File: config.mk
export PLATFORM = sky130hd
export DESIGN_NAME = scs_clock_select
export DESIGN_NICKNAME = d
export VERILOG_FILES = /design/src/verilog/scs_pkg.sv /design/src/verilog/scs_clock_select.sv
export VERILOG_INCLUDE_DIRS = /design/src /design/src/verilog
export SDC_FILE = /design/constraint.sdc
export NUM_CORES = 1
export LEC_CHECK = 0
export BUFFER_PORTS_ARGS = -buffer_cell sky130_fd_sc_hd__buf_2
export CORE_ASPECT_RATIO = 0.9
export CORE_MARGIN = 8
export CORE_UTILIZATION = 35
export DETAILED_ROUTE_END_ITERATION = 12
export MAX_ROUTING_LAYER = met4
export PLACE_DENSITY = 0.53
export SYNTH_ARGS = -nofsm -noshare
export SYNTH_HDL_FRONTEND = slang
export SYNTH_SLANG_ARGS = --single-unit
File: constraint.sdc
create_clock -name mclk -period 4.05 [get_ports mclk]
set_input_delay 0.2025 -clock mclk [delete_from_list [all_inputs] [get_ports mclk]]
set_output_delay 0.2025 -clock mclk [all_outputs]
set_load 0.02 [all_outputs]
File: src/verilog/scs_map.svh
// Register offsets, field positions, reset values and timing counts
`ifndef SCS_MAP_SVH
`define SCS_MAP_SVH

// ----------------------------------------
// Register offsets
// ----------------------------------------
`define SCS_EXT_CTRL_ADDR  8'hB1
`define SCS_INT_CTRL_ADDR  8'hB2

// ----------------------------------------
// Reset values
// ----------------------------------------
`define SCS_EXT_CTRL_RST   8'h00
`define SCS_INT_CTRL_RST   8'h14

// ----------------------------------------
// Internal control fields
// ----------------------------------------
`define SCS_INT_READY_BIT  4
`define SCS_INT_SEL_BIT    3
`define SCS_INT_ON_BIT     2
`define SCS_INT_DIV_HI     1
`define SCS_INT_DIV_LO     0

// ----------------------------------------
// External control fields
// ----------------------------------------
`define SCS_EXT_MODE_HI    6
`define SCS_EXT_MODE_LO    4
`define SCS_EXT_RANGE_HI   2
`define SCS_EXT_RANGE_LO   0

// ----------------------------------------
// Timing
// ----------------------------------------
`define SCS_CLK_MHZ        125
`define SCS_HF_START_NS    32
`define SCS_HF_START_CYC   ((`SCS_HF_START_NS*`SCS_CLK_MHZ+999)/1000)

`endif

File: src/verilog/scs_pkg.sv
// Types for the system clock source select block
package scs_pkg;

	// ----------------------------------------
	// External oscillator modes
	// ----------------------------------------
	typedef enum logic [2:0] {
		SCS_EXT_OFF0    = 3'h0,
		SCS_EXT_OFF1    = 3'h1,
		SCS_EXT_CMOS    = 3'h2,
		SCS_EXT_CMOS_D2 = 3'h3,
		SCS_EXT_RC_D2   = 3'h4,
		SCS_EXT_CAP_D2  = 3'h5,
		SCS_EXT_RSV0    = 3'h6,
		SCS_EXT_RSV1    = 3'h7
	} scs_ext_mode_t;

	// ----------------------------------------
	// Complete block state
	// ----------------------------------------
	typedef struct packed {
		logic          clk_sel;
		logic          hf_on;
		logic [1:0]    hf_div;
		logic          hf_ready;
		logic [2:0]    start_cnt;
		scs_ext_mode_t ext_mode;
		logic [2:0]    ext_range;
		logic [2:0]    div_cnt;
		logic          pin_q;
		logic          ext_half;
		logic          act_sel;
		logic [1:0]    act_div;
		logic          core_en;
		logic          pin_claim;
		logic [7:0]    rdata;
	} scs_state_t;

endpackage

File: src/verilog/scs_clock_select.sv
// System clock source select with oscillator control registers
`timescale 1ns/1ps
`default_nettype none
`include "scs_map.svh"

module scs_clock_select (
	// Clock and reset
	input  wire logic       mclk,
	input  wire logic       sys_rst,
	// Special function register port
	input  wire logic [7:0] sfr_addr,
	input  wire logic       sfr_wr,
	input  wire logic       sfr_rd,
	input  wire logic [7:0] sfr_wdata,
	output var  logic [7:0] sfr_rdata,
	// External clock pin
	input  wire logic       external_clock_pin,
	// Clock and oscillator controls
	output var  logic       core_clock,
	output var  logic       core_clock_is_ext,
	output var  logic       hf_osc_on,
	output var  logic       hf_osc_freq_ready,
	output var  logic [2:0] ext_osc_mode_sel,
	output var  logic [2:0] ext_osc_range_ctrl,
	output var  logic       ext_pin_claim
);

	// ----------------------------------------
	// State
	// ----------------------------------------
	scs_pkg::scs_state_t state_reg;
	scs_pkg::scs_state_t state_next;

	logic       wr_int;
	logic       wr_ext;
	logic       int_tick;
	logic       ext_edge;
	logic       ext_tick;
	logic       ext_run;
	logic       ext_halved;
	logic [2:0] div_mask;

	function automatic logic [2:0] mask_of(input logic [1:0] div);
		case (div)
			2'h0:    mask_of = 3'h7;
			2'h1:    mask_of = 3'h3;
			2'h2:    mask_of = 3'h1;
			default: mask_of = 3'h0;
		endcase
	endfunction

	function automatic logic mode_runs(input scs_pkg::scs_ext_mode_t m);
		case (m)
			scs_pkg::SCS_EXT_CMOS,
			scs_pkg::SCS_EXT_CMOS_D2,
			scs_pkg::SCS_EXT_RC_D2,
			scs_pkg::SCS_EXT_CAP_D2: mode_runs = 1'b1;
			default:                 mode_runs = 1'b0;
		endcase
	endfunction

	// ----------------------------------------
	// Tick generation
	// ----------------------------------------
	always_comb begin
		wr_int     = sfr_wr && (sfr_addr == `SCS_INT_CTRL_ADDR);
		wr_ext     = sfr_wr && (sfr_addr == `SCS_EXT_CTRL_ADDR);
		div_mask   = mask_of(state_reg.act_div);
		// Internal oscillator modelled as one tick per mclk while on
		int_tick   = state_reg.hf_on &&
			((state_reg.div_cnt & div_mask) == div_mask);
		ext_run    = mode_runs(state_reg.ext_mode);
		ext_halved = ext_run &&
			(state_reg.ext_mode != scs_pkg::SCS_EXT_CMOS);
		ext_edge   = ext_run && external_clock_pin && !state_reg.pin_q;
		ext_tick   = ext_edge && (!ext_halved || state_reg.ext_half);
	end

	// ----------------------------------------
	// Next state
	// ----------------------------------------
	always_comb begin
		state_next = state_reg;
		if (wr_int) begin
			// Upper bits and ready flag are not stored
			state_next.clk_sel = sfr_wdata[`SCS_INT_SEL_BIT];
			state_next.hf_on   = sfr_wdata[`SCS_INT_ON_BIT];
			state_next.hf_div  =
				sfr_wdata[`SCS_INT_DIV_HI:`SCS_INT_DIV_LO];
		end
		if (wr_ext) begin
			state_next.ext_mode = scs_pkg::scs_ext_mode_t'(
				sfr_wdata[`SCS_EXT_MODE_HI:`SCS_EXT_MODE_LO]);
			state_next.ext_range =
				sfr_wdata[`SCS_EXT_RANGE_HI:`SCS_EXT_RANGE_LO];
		end
		// Restart settles only after the oscillator was switched off
		if (!state_reg.hf_on) begin
			state_next.start_cnt = 3'h0;
		end else if (state_reg.start_cnt != 3'(`SCS_HF_START_CYC)) begin
			state_next.start_cnt = state_reg.start_cnt + 3'h1;
		end
		state_next.hf_ready = state_reg.hf_on &&
			(state_reg.start_cnt == 3'(`SCS_HF_START_CYC));
		state_next.pin_q = external_clock_pin;
		if (ext_edge && ext_halved) begin
			state_next.ext_half = !state_reg.ext_half;
		end
		if (!ext_halved) begin
			state_next.ext_half = 1'b0;
		end
		state_next.pin_claim = mode_runs(state_next.ext_mode);
		// Changes land only at the end of a full period of the old source
		state_next.core_en = state_reg.act_sel ? ext_tick : int_tick;
		if (state_next.core_en) begin
			state_next.act_sel = state_reg.clk_sel;
			state_next.act_div = state_reg.hf_div;
			state_next.div_cnt = 3'h0;
		end else if (state_reg.hf_on) begin
			state_next.div_cnt = state_reg.div_cnt + 3'h1;
		end
		state_next.rdata = 8'h00;
		if (sfr_rd && sfr_addr == `SCS_INT_CTRL_ADDR) begin
			state_next.rdata = {3'h0, state_reg.hf_ready,
				state_reg.clk_sel, state_reg.hf_on,
				state_reg.hf_div};
		end
		if (sfr_rd && sfr_addr == `SCS_EXT_CTRL_ADDR) begin
			state_next.rdata = {1'b0, state_reg.ext_mode, 1'b0,
				state_reg.ext_range};
		end
	end

	// ----------------------------------------
	// Registers
	// ----------------------------------------
	always_ff @(posedge mclk) begin
		if (sys_rst) begin
			state_reg           <= '0;
			state_reg.hf_on     <= 1'b1;
			state_reg.hf_ready  <= 1'b1;
			state_reg.start_cnt <= 3'(`SCS_HF_START_CYC);
			state_reg.hf_div    <= 2'h0;
			state_reg.act_div   <= 2'h0;
			state_reg.clk_sel   <= 1'b0;
			state_reg.act_sel   <= 1'b0;
		end else begin
			state_reg <= state_next;
		end
	end

	assign sfr_rdata          = state_reg.rdata;
	assign core_clock         = state_reg.core_en;
	assign core_clock_is_ext  = state_reg.act_sel;
	assign hf_osc_on          = state_reg.hf_on;
	assign hf_osc_freq_ready  = state_reg.hf_ready;
	assign ext_osc_mode_sel   = state_reg.ext_mode;
	assign ext_osc_range_ctrl = state_reg.ext_range;
	assign ext_pin_claim      = state_reg.pin_claim;
endmodule
`default_nettype wire

==> out/qor.csv, run 1 <==
metric,value,unit
outcome,"finished, final reports clean",
initial_core_util,35.77,%
startpoint_type,flop,
worstMarginPinSlew,0.5758,ns
largest_reg_flops,13,
die_width,83.32,microns
ys.flop_type,dfxtp_1,
drv_slew,0,
slew-limit-headroom,61.53,%
ys_seq_area_share,43.47,%
die-area,0.006381,sq mm
worst_slack,2.536,ns
cts_buffers,5,
clk_latency,0.28,ns
cp-end-kind,flop,
yosysTopAreaCellShare,43.47,%
synth-edff-count,0,
clock-sinks,31,
fin_hold_ws,0.1571,ns
place_ws,2.533,ns
hold_depth,2,
gp_congestion,0.7407,
synth_fp_nets,166,
port_buffers,37,
cts.root.buffer_cell,clkbuf_8,
maxCapViolCount,0,
clockBufferDepth,2,
synth_cells,142,
synth_commonest_cells,"31 x dfxtp_1, 18 x nor2_1, 14 x buf_4, 14 x mux2i_1",
p_leak,0.8123,nW
insertedDiodeCount,0,
hpwl,2216,microns
fin_setup_tns,0,ns
grt_start_max_net_pins,31,
finalHoldViolCount,0,
post-route-min-period,1.514,ns
drive_gt1_share,30.95,%
power,0.6973,mW
first_iter_violations,56,
finClkSkew,0.003171,ns
syn_area,0.001428,sq mm
critPathKind,flop to flop,
worstPathRequired,4.20,ns
path_clk_slew,0.07,ns
grt_remaining_overflow,0,
rr_worst_depth,4,
synth.most_common_cell,dfxtp_1,
track_usage,9.544,%
cts-resized-gates,0,
placed_cell_area,0.001548,sq mm
hold_class,primary input to flop,
rows,22,
post_cts_buffers,0,
worstPathArrival,1.67,ns
dp_cells,208,
io_pins,40,
cts.htree.levels,2,
fin_nets,191,
synth_cell_types,32,
drc,0,
fin_util,41.72,%
r2r_setup_slack,2.54,ns
seqCellArea,620.6,sq um
fin_area,0.001665,sq mm
vias_per_cell,4.694,
wl_per_cell,13.63,microns
synth_area_per_cell,10.05,sq um
finalSetupViolCount,0,
synth_area_leader_cell,dfxtp_1,
antenna_found_initial,0,
path_max_fanout,8,
power_density,418.7,mW/mm^2
area_growth_syn_to_layout,16.65,%
fillers,386,
yosysWarnings,0,
async_flop_share,0,%
ctsHoldBuffers,0,
grt_pass1_wl,4740,microns
drt_wl_total,2945,microns
ant_nets,0,
fmax,660.4,MHz
core,0.003991,sq mm
via_count,1014,
multi_input_area,666.9,sq um
grt_pass1_vias,994,
rsz0062_at_grt,false,
first_pass_iters,4,
peakVddDrop,0.2008,mV
ys_ff_latch,31,
finalNonFillerCells,216,
yosys-top-cells-area,"dfxtp_1 43%, mux2i_1 9.8%, buf_4 7.4%, nor2_1 4.7%, ha_1 2.6%",
post-route-period-util,37.39,%
die_h,76.59,microns
cts_tree,built,
## area by class of cell
class                      instances  share of cell area [%]
clock inverter                     2                   2.104
clock buffer                       6                   4.959
tap                               48                   3.606
sequential                        31                   37.27
inverter                           4                  0.9016
multi-input combinational         88                   40.05
timing repair buffer              37                   11.12
## kinds of logic (layout without fill, tap and decap cells)
logic type	count (synthesis)	in the layout	synth area share, %
buffers and inverters	23	49	9.815
other	1	1	0.2627
XOR/XNOR	5	5	3.068
flip-flops	31	31	43.47
AO/OA/AOI/OAI	15	15	8.939
adder cells (fa/ha/maj)	3	3	2.630
AND/OR/NAND/NOR	50	50	22.00
multiplexers	14	14	9.816
## metal layers
layer  wire [microns]  global-route usage [%]  up-vias  part of all wire [%]
met1             1294                   9.951      469                    44
li1                 -                       -      517                     -
met4               41                   4.211        0                   1.4
met5                0                       -        -                     0
met3              191                   5.342        6                   6.5
met2             1418                   14.45       22                    48
## placed cells by master (no fill, tap or decap)
| cell | instances |
|---|---|
| clkbuf_8 | 6 |
| nor3b_2 | 3 |
| and2_1 | 1 |
| a41oi_4 | 1 |
| and4b_1 | 1 |
| nand4b_1 | 1 |
| xor2_1 | 2 |
| nand2_1 | 3 |
| a2111oi_2 | 1 |
| nand4_1 | 1 |
| a21o_1 | 1 |
| nand4_4 | 1 |
| nor2_1 | 18 |
| ha_1 | 3 |
| conb_1 | 1 |
| nand3b_1 | 1 |
| nor3_1 | 4 |
| bufinv_16 | 1 |
| a21oi_1 | 3 |
| a22oi_1 | 4 |
| buf_2 | 37 |
| clkinv_2 | 1 |
| o21bai_1 | 2 |
| inv_1 | 4 |
| and3_1 | 3 |
| o21ai_0 | 2 |
| nand2b_1 | 6 |
| dfxtp_1 | 31 |
| xnor2_1 | 3 |
| a211oi_1 | 1 |
| mux2i_1 | 14 |
| nor2b_1 | 6 |
| nor4b_4 | 1 |
## final timing paths
kind	from	endpoint
hold reg to reg	state_reg[10]	state_reg[10]
setup / recovery	hf_osc_on	state_reg[17]
setup reg to reg	hf_osc_on	state_reg[17]
hold / removal	external_clock_pin	state_reg[14]
## critical path: stages (launching register included)
cell       delay (ns)
dfxtp_1          0.53
inv_1            0.17
a2111oi_2        0.36
a41oi_4          0.12
nor3b_2          0.20
## where the power goes
part	internal, mW	leakage [nW]	switching, mW	total (mW)
Combinational	0.0292	0.500	0.0331	0.0623
Sequential	0.314	0.251	0.00793	0.322
Clock	0.199	0.0612	0.114	0.313
Power figures use the tool's default switching activity.
==> run 2: changes to the inputs <==
--- a/config.mk
+++ b/config.mk
@@ -6,13 +6,14 @@
 export SDC_FILE = /design/constraint.sdc
 export NUM_CORES = 1
 export LEC_CHECK = 0
+export ABC_AREA = 1
 export BUFFER_PORTS_ARGS = -buffer_cell sky130_fd_sc_hd__buf_2
 export CORE_ASPECT_RATIO = 0.9
 export CORE_MARGIN = 8
 export CORE_UTILIZATION = 35
 export DETAILED_ROUTE_END_ITERATION = 12
 export MAX_ROUTING_LAYER = met4
-export PLACE_DENSITY = 0.53
+export PLACE_DENSITY = 0.56
 export SYNTH_ARGS = -nofsm -noshare
 export SYNTH_HDL_FRONTEND = slang
 export SYNTH_SLANG_ARGS = --single-unit
==> constraint.sdc (replaced) <==
create_clock -name mclk -period 1.37 [get_ports mclk]
set_input_delay 0.0685 -clock mclk [delete_from_list [all_inputs] [get_ports mclk]]
set_output_delay 0.0685 -clock mclk [all_outputs]
set_load 0.02 [all_outputs]
==> out/qor.csv, run 2 <==
metric,value,unit,change
layout_common_cells,"37 x buf_2, 31 x nand2_1, 31 x dfxtp_1",,
synth_cells,179,,+26%
rsz0062_at_grt,false,,
critPathKind,primary input to flop,,
wl_per_cell,11.05,microns,-19%
largest_reg_flops,13,,unchanged
r2r_start,state_reg[15],,
peakVddDrop,0.6003,mV,+200%
post_cts_buffers,0,,unchanged
finalHoldViolCount,0,,unchanged
drive_gt1_share,28.10,%,-2.9 points
ys.flop_type,dfxtp_1,,
maxCapViolCount,0,,unchanged
ant_nets,0,,unchanged
path_max_fanout,4,,-4
outcome,"finished, final reports clean",,
area_growth_syn_to_layout,15.79,%,
antenna_found_initial,0,,unchanged
synth_area_per_cell,7.927,sq um,-21%
post-route-min-period,1.201,ns,
synth-edff-count,0,,unchanged
ys_ff_latch,31,,unchanged
die_width,83.12,microns,-0.25%
p_leak,0.7549,nW,-7.1%
first_pass_iters,4,,unchanged
insertedDiodeCount,0,,unchanged
dp_cells,248,,+19%
grt_pass1_vias,1123,,+13%
post-route-period-util,87.69,%,
cts.htree.levels,2,,unchanged
clockBufferDepth,2,,unchanged
hp-start,sfr_wdata[3],,
port_buffers,37,,unchanged
first_iter_violations,47,,-16%
finClkSkew,0.005505,ns,+0.002334 ns
synth_area_leader_cell,dfxtp_1,,
yosys-top-cells-area,"dfxtp_1 44%, nand2_1 8.2%, buf_4 7.4%, inv_1 5.3%, o21ai_0 4.6%",,
clock-sinks,31,,unchanged
core,0.003991,sq mm,unchanged
cp-end-kind,flop,,
cts.root.buffer_cell,clkbuf_8,,
synth_cell_types,26,,-19%
worst_slack,0.1687,ns,-2.367 ns
grt_pass1_wl,4968,microns,+4.8%
fmax,832.4,MHz,
via_count,1134,,+12%
place_ws,0.1706,ns,-2.363 ns
die_h,76.41,microns,-0.24%
cts_tree,built,,
grt_remaining_overflow,0,,unchanged
clk_latency,0.28,ns,about the same
die-area,0.006350,sq mm,-0.49%
vias_per_cell,4.395,,-6.4%
fin_nets,233,,+22%
initial_core_util,35.55,%,-0.22 points
fillers,405,,+4.9%
worstPathRequired,1.55,ns,-2.65 ns
drv_slew,0,,unchanged
mostFrequentLayoutCell,buf_2,,
cts_buffers,5,,unchanged
drc,0,,unchanged
track_usage,9.873,%,+0.33 points
ys_seq_area_share,43.74,%,+0.27 points
synth_fp_nets,203,,+22%
hpwl,2163,microns,-2.4%
yosysWarnings,0,,unchanged
power_density,1178,mW/mm^2,+180%
async_flop_share,0,%,unchanged
fin_hold_ws,0.03654,ns,-0.1206 ns
gp_congestion,0.7213,,-2.6%
finalNonFillerCells,258,,+19%
io_pins,40,,unchanged
syn_area,0.001419,sq mm,-0.61%
finalSetupViolCount,0,,unchanged
worstPathArrival,1.38,ns,-0.29 ns
cp-startpoint,external_clock_pin,,
drt_wl_total,2852,microns,-3.2%
startpoint_type,primary input,,
fin_setup_tns,0,ns,unchanged
yosysTopAreaCellShare,43.74,%,+0.27 points
grt_start_max_net_pins,20,,-35%
path_clk_slew,0.06,ns,about the same
hold_class,primary input to flop,,
synth_commonest_cells,"31 x dfxtp_1, 31 x nand2_1, 20 x inv_1",,
rows,22,,unchanged
==> run 2: changes by cell type after synthesis, sizes merged, moves of 8 or more <==
| cell | delta |
|---|---|
| nand3 | +14 |
| mux2i | -13 |
| nand2 | +33 |
| inv | +18 |
| a21oi | +8 |
| o21ai | +11 |
==> run 2: worst paths after layout <==
kind                                       to  slack [ns]  depth (start not counted)
worst max register to register  state_reg[15]        0.19                          7
worst min register to register  state_reg[13]        0.47                          2
worst min-delay path            state_reg[31]        0.04                          3
worst max-delay path            state_reg[15]        0.17                         11
==> run 2: cell families after synthesis <==
family          count (synthesis)  share of synthesized area (%)
mux                             1                         0.7055
simple gates                   75                          26.10
other cells                     1                         0.2643
flops                          31                          43.74
buf+inv                        40                          15.70
fa+ha+maj                       3                          2.646
compound gates                 25                          8.995
xor+xnor                        3                          1.852
==> run 2: worst max-delay path, stage by stage <==
cell and delay (ns):
dlygate4sd3_1 0.52, buf_2 0.09, inv_1 0.04, nor2_1 0.13
nand2_1 0.10, nor2_2 0.09, nand2_2 0.08, nand2_2 0.10
inv_2 0.05, nand2_2 0.07, nor2_1 0.04
==> run 2: area by class of cell <==
class,instances,area (sq um),area share (%)
Clock buffer,7,76.32,4.646
Clock inverter,1,5.005,0.3046
Inverter,22,82.58,5.027
Multi-Input combinational cell,108,578.1,35.19
Sequential cell,31,620.6,37.78
Tap cell,48,60.06,3.656
Timing Repair Buffer,41,220.2,13.40
==> run 2: per-layer routing <==
layer | part of all wire (%) | wire length, microns | vias to the layer above | track usage [%]
met1 | 51 | 1442 | 481 | 11.52
met5 | 0 | 0 | - | -
met3 | 4.1 | 116 | 7 | 3.419
li1 | - | - | 618 | -
met2 | 42 | 1209 | 28 | 13.83
met4 | 2.9 | 83 | 0 | 6.842
==> run 2: what timing repair did <==
| item | in CTS | in global routing |
|---|---|---|
| resized for setup | 0 | 1 |
| endpoints found under the setup margin | 0 | 3 |
| hold endpoints to repair | 2 | 0 |
| hold buffers | 2 | 0 |
==> run 2: report_power, final <==
| part | leakage, nW | internal, mW | switching [mW] |
|---|---|---|---|
| Clock | 0.0422 | 0.355 | 0.324 |
| Sequential | 0.251 | 0.958 | 0.0379 |
| Combinational | 0.461 | 0.102 | 0.158 |
==> run 2: through the flow <==
| step | total power [mW] | cell area (sq um) | utilization, % |
|---|---|---|---|
| after floorplan | 1.195 | 1419 | - |
| after global placement | 1.266 | 1539 | 38.56 |
| after detailed placement | 1.277 | 1539 | 38.56 |
| after CTS | 1.975 | 1640 | 41.10 |
| after global routing | 2.068 | 1643 | 41.16 |
| final | 1.936 | 1643 | 41.16 |
==> run 3: changes to the inputs <==
--- a/config.mk
+++ b/config.mk
@@ -10,10 +10,10 @@
 export BUFFER_PORTS_ARGS = -buffer_cell sky130_fd_sc_hd__buf_2
 export CORE_ASPECT_RATIO = 0.9
 export CORE_MARGIN = 8
-export CORE_UTILIZATION = 35
+export CORE_UTILIZATION = 46
 export DETAILED_ROUTE_END_ITERATION = 12
 export MAX_ROUTING_LAYER = met4
-export PLACE_DENSITY = 0.56
+export PLACE_DENSITY = 0.71
 export SYNTH_ARGS = -nofsm -noshare
 export SYNTH_HDL_FRONTEND = slang
 export SYNTH_SLANG_ARGS = --single-unit
==> out/qor.csv, run 3 (synthesis gave the netlist of run 2 again) <==
metric,value,unit,change
cts_buffers,5,,unchanged
first_pass_iters,4,,unchanged
clockBufferDepth,2,,unchanged
die-area,0.005120,sq mm,-19%
maxCapViolCount,0,,unchanged
drt_wl_total,2842,microns,-0.35%
cts.htree.levels,2,,unchanged
hpwl,2141,microns,-0.98%
path_max_fanout,5,,+1
finClkSkew,0.004524,ns,-0.0009812 ns
drc,0,,unchanged
layout_common_cells,"37 x buf_2, 31 x nand2_1, 30 x dfxtp_1",,
port_buffers,37,,unchanged
ant_nets,0,,unchanged
core,0.002995,sq mm,-25%
hp-start,sfr_wdata[5],,
via_count,1144,,+0.88%
fin_nets,238,,+2.1%
hold_class,primary input to flop,,
gp_congestion,0.7749,,+7.4%
outcome,"finished, final reports clean",,
first_iter_violations,54,,+15%
mostFrequentLayoutCell,buf_2,,
clock-sinks,31,,unchanged
insertedDiodeCount,0,,unchanged
die_width,74.54,microns,-10%
startpoint_type,flop,,
power_frac_seq,52.7,%,+1.3 points
fin_util,55.72,%,+15 points
rsz0062_at_grt,false,,
track_usage,12.48,%,+2.6 points
finalHoldViolCount,0,,unchanged
rows,19,,-14%
path_clk_slew,0.09,ns,+0.03 ns
drv_slew,0,,unchanged
grt_start_max_net_pins,11,,-45%
hold_depth,3,,unchanged
fmax,810.7,MHz,-2.6%
fin_area,0.001669,sq mm,+1.6%
wl_per_cell,11.06,microns,about the same
r2r_setup_slack,0.14,ns,-0.05 ns
rr_worst_depth,10,,+3
largest_reg_flops,13,,unchanged
switching_share,27.24,%,+0.35 points
combPwrFrac,14.6,%,+1.1 points
grt_remaining_overflow,0,,unchanged
clkPwrFrac,32.7,%,-2.4 points
initial_core_util,47.37,%,+12 points
drive_gt1_share,28.37,%,+0.28 points
cp-startpoint,ext_osc_mode_sel[1],,
critPathKind,flop to flop,,
peakVddDrop,0.7819,mV,+30%
cp-end-kind,flop,,
antenna_found_initial,0,,unchanged
die_h,68.69,microns,-10%
worstPathRequired,1.60,ns,+0.05 ns
vias_per_cell,4.451,,+1.3%
p_switching,0.5130,mW,-1.4%
grt_pass1_wl,4595,microns,-7.5%
grt_pass1_vias,1064,,-5.3%
worstPathArrival,1.47,ns,+0.09 ns
post-route-period-util,90.04,%,+2.4 points
area_growth_syn_to_layout,17.64,%,
placed_cell_area,0.001539,sq mm,unchanged
io_pins,40,,unchanged
p_leak,0.7733,nW,+2.4%
cell_internal_pwr,1.371,mW,-3.2%
clk_latency,0.33,ns,+0.05 ns
fin_setup_tns,0,ns,unchanged
finalSetupViolCount,0,,unchanged
cts.root.buffer_cell,clkbuf_4,,
post-route-min-period,1.234,ns,+0.03225 ns
cts_tree,built,,
r2r_start,ext_osc_mode_sel[1],,
power_density,1129,mW/mm^2,-4.2%
[run 3: cell types whose count changed in the layout (fill, tap and decap cells not counted), sizes merged]
cell,before,now
buf,39,40
clkbuf,7,8
clkinv,1,0
dlygate4sd3,2,6
[run 3: per-layer routing]
metal	GRT usage [%]	up-vias	share of wire [%]	routed length [microns]
met5	-	-	0	0
li1	-	629	-	-
met2	19.46	24	44	1250
met1	13.60	486	47	1343
met4	5.610	0	1.5	44
met3	5.347	5	7.1	203
[run 3: layout make-up]
type / count / area (sq um)
Multi-Input combinational cell: 108 / 575.6
Clock buffer: 8 / 68.82
Inverter: 22 / 82.58
Sequential cell: 31 / 621.8
Fill cell: 317 / 1326
Timing Repair Buffer: 46 / 267.8
Tap cell: 42 / 52.55
[run 3: repair_timing]
item	CTS	global route
gates resized for setup	0	1
setup endpoints to repair	0	1
endpoints found under the hold margin	6	0
hold buffers	6	0
setup buffers	0	0
[run 3: metrics by stage]
step           worst slack (ns)  power (mW)  hold WS, ns  std cells
4_1_cts                  0.1408       1.892      0.02447        257
3_5_place_dp             0.1540       1.276       0.2932        243
5_1_grt                 0.02092       1.982      0.02471        257
6_report                 0.1364       1.884      0.03369        257
3_3_place_gp             0.1817       1.265       0.2845        243
2_1_floorplan            0.2315       1.195       0.1817        179
[run 3: worst max-delay path, stage by stage, from the launching register on]
cell,delay (ns)
dfxtp_2,0.35
inv_1,0.07
nand2_1,0.06
nand2_2,0.10
nand2_1,0.08
nor2_1,0.11
nand2_2,0.09
nand2_2,0.10
inv_2,0.05
nand2_2,0.07
nor2_1,0.04
[run 3: power by group through the flow]
stage,registers (mW),logic (mW),clock network [mW]
floorplan,1.02,0.174,0
global placement,1.01,0.253,0
detailed placement,1.01,0.261,0
CTS,0.993,0.276,0.623
global route,0.998,0.319,0.665
finish,0.992,0.275,0.616
[run 3: path summary, 6_finish.rpt]
| check | endpoint |
|---|---|
| max | state_reg[16] |
| min | ext_osc_mode_sel[1] |
| max reg2reg | state_reg[16] |
| min reg2reg | state_reg[13] |
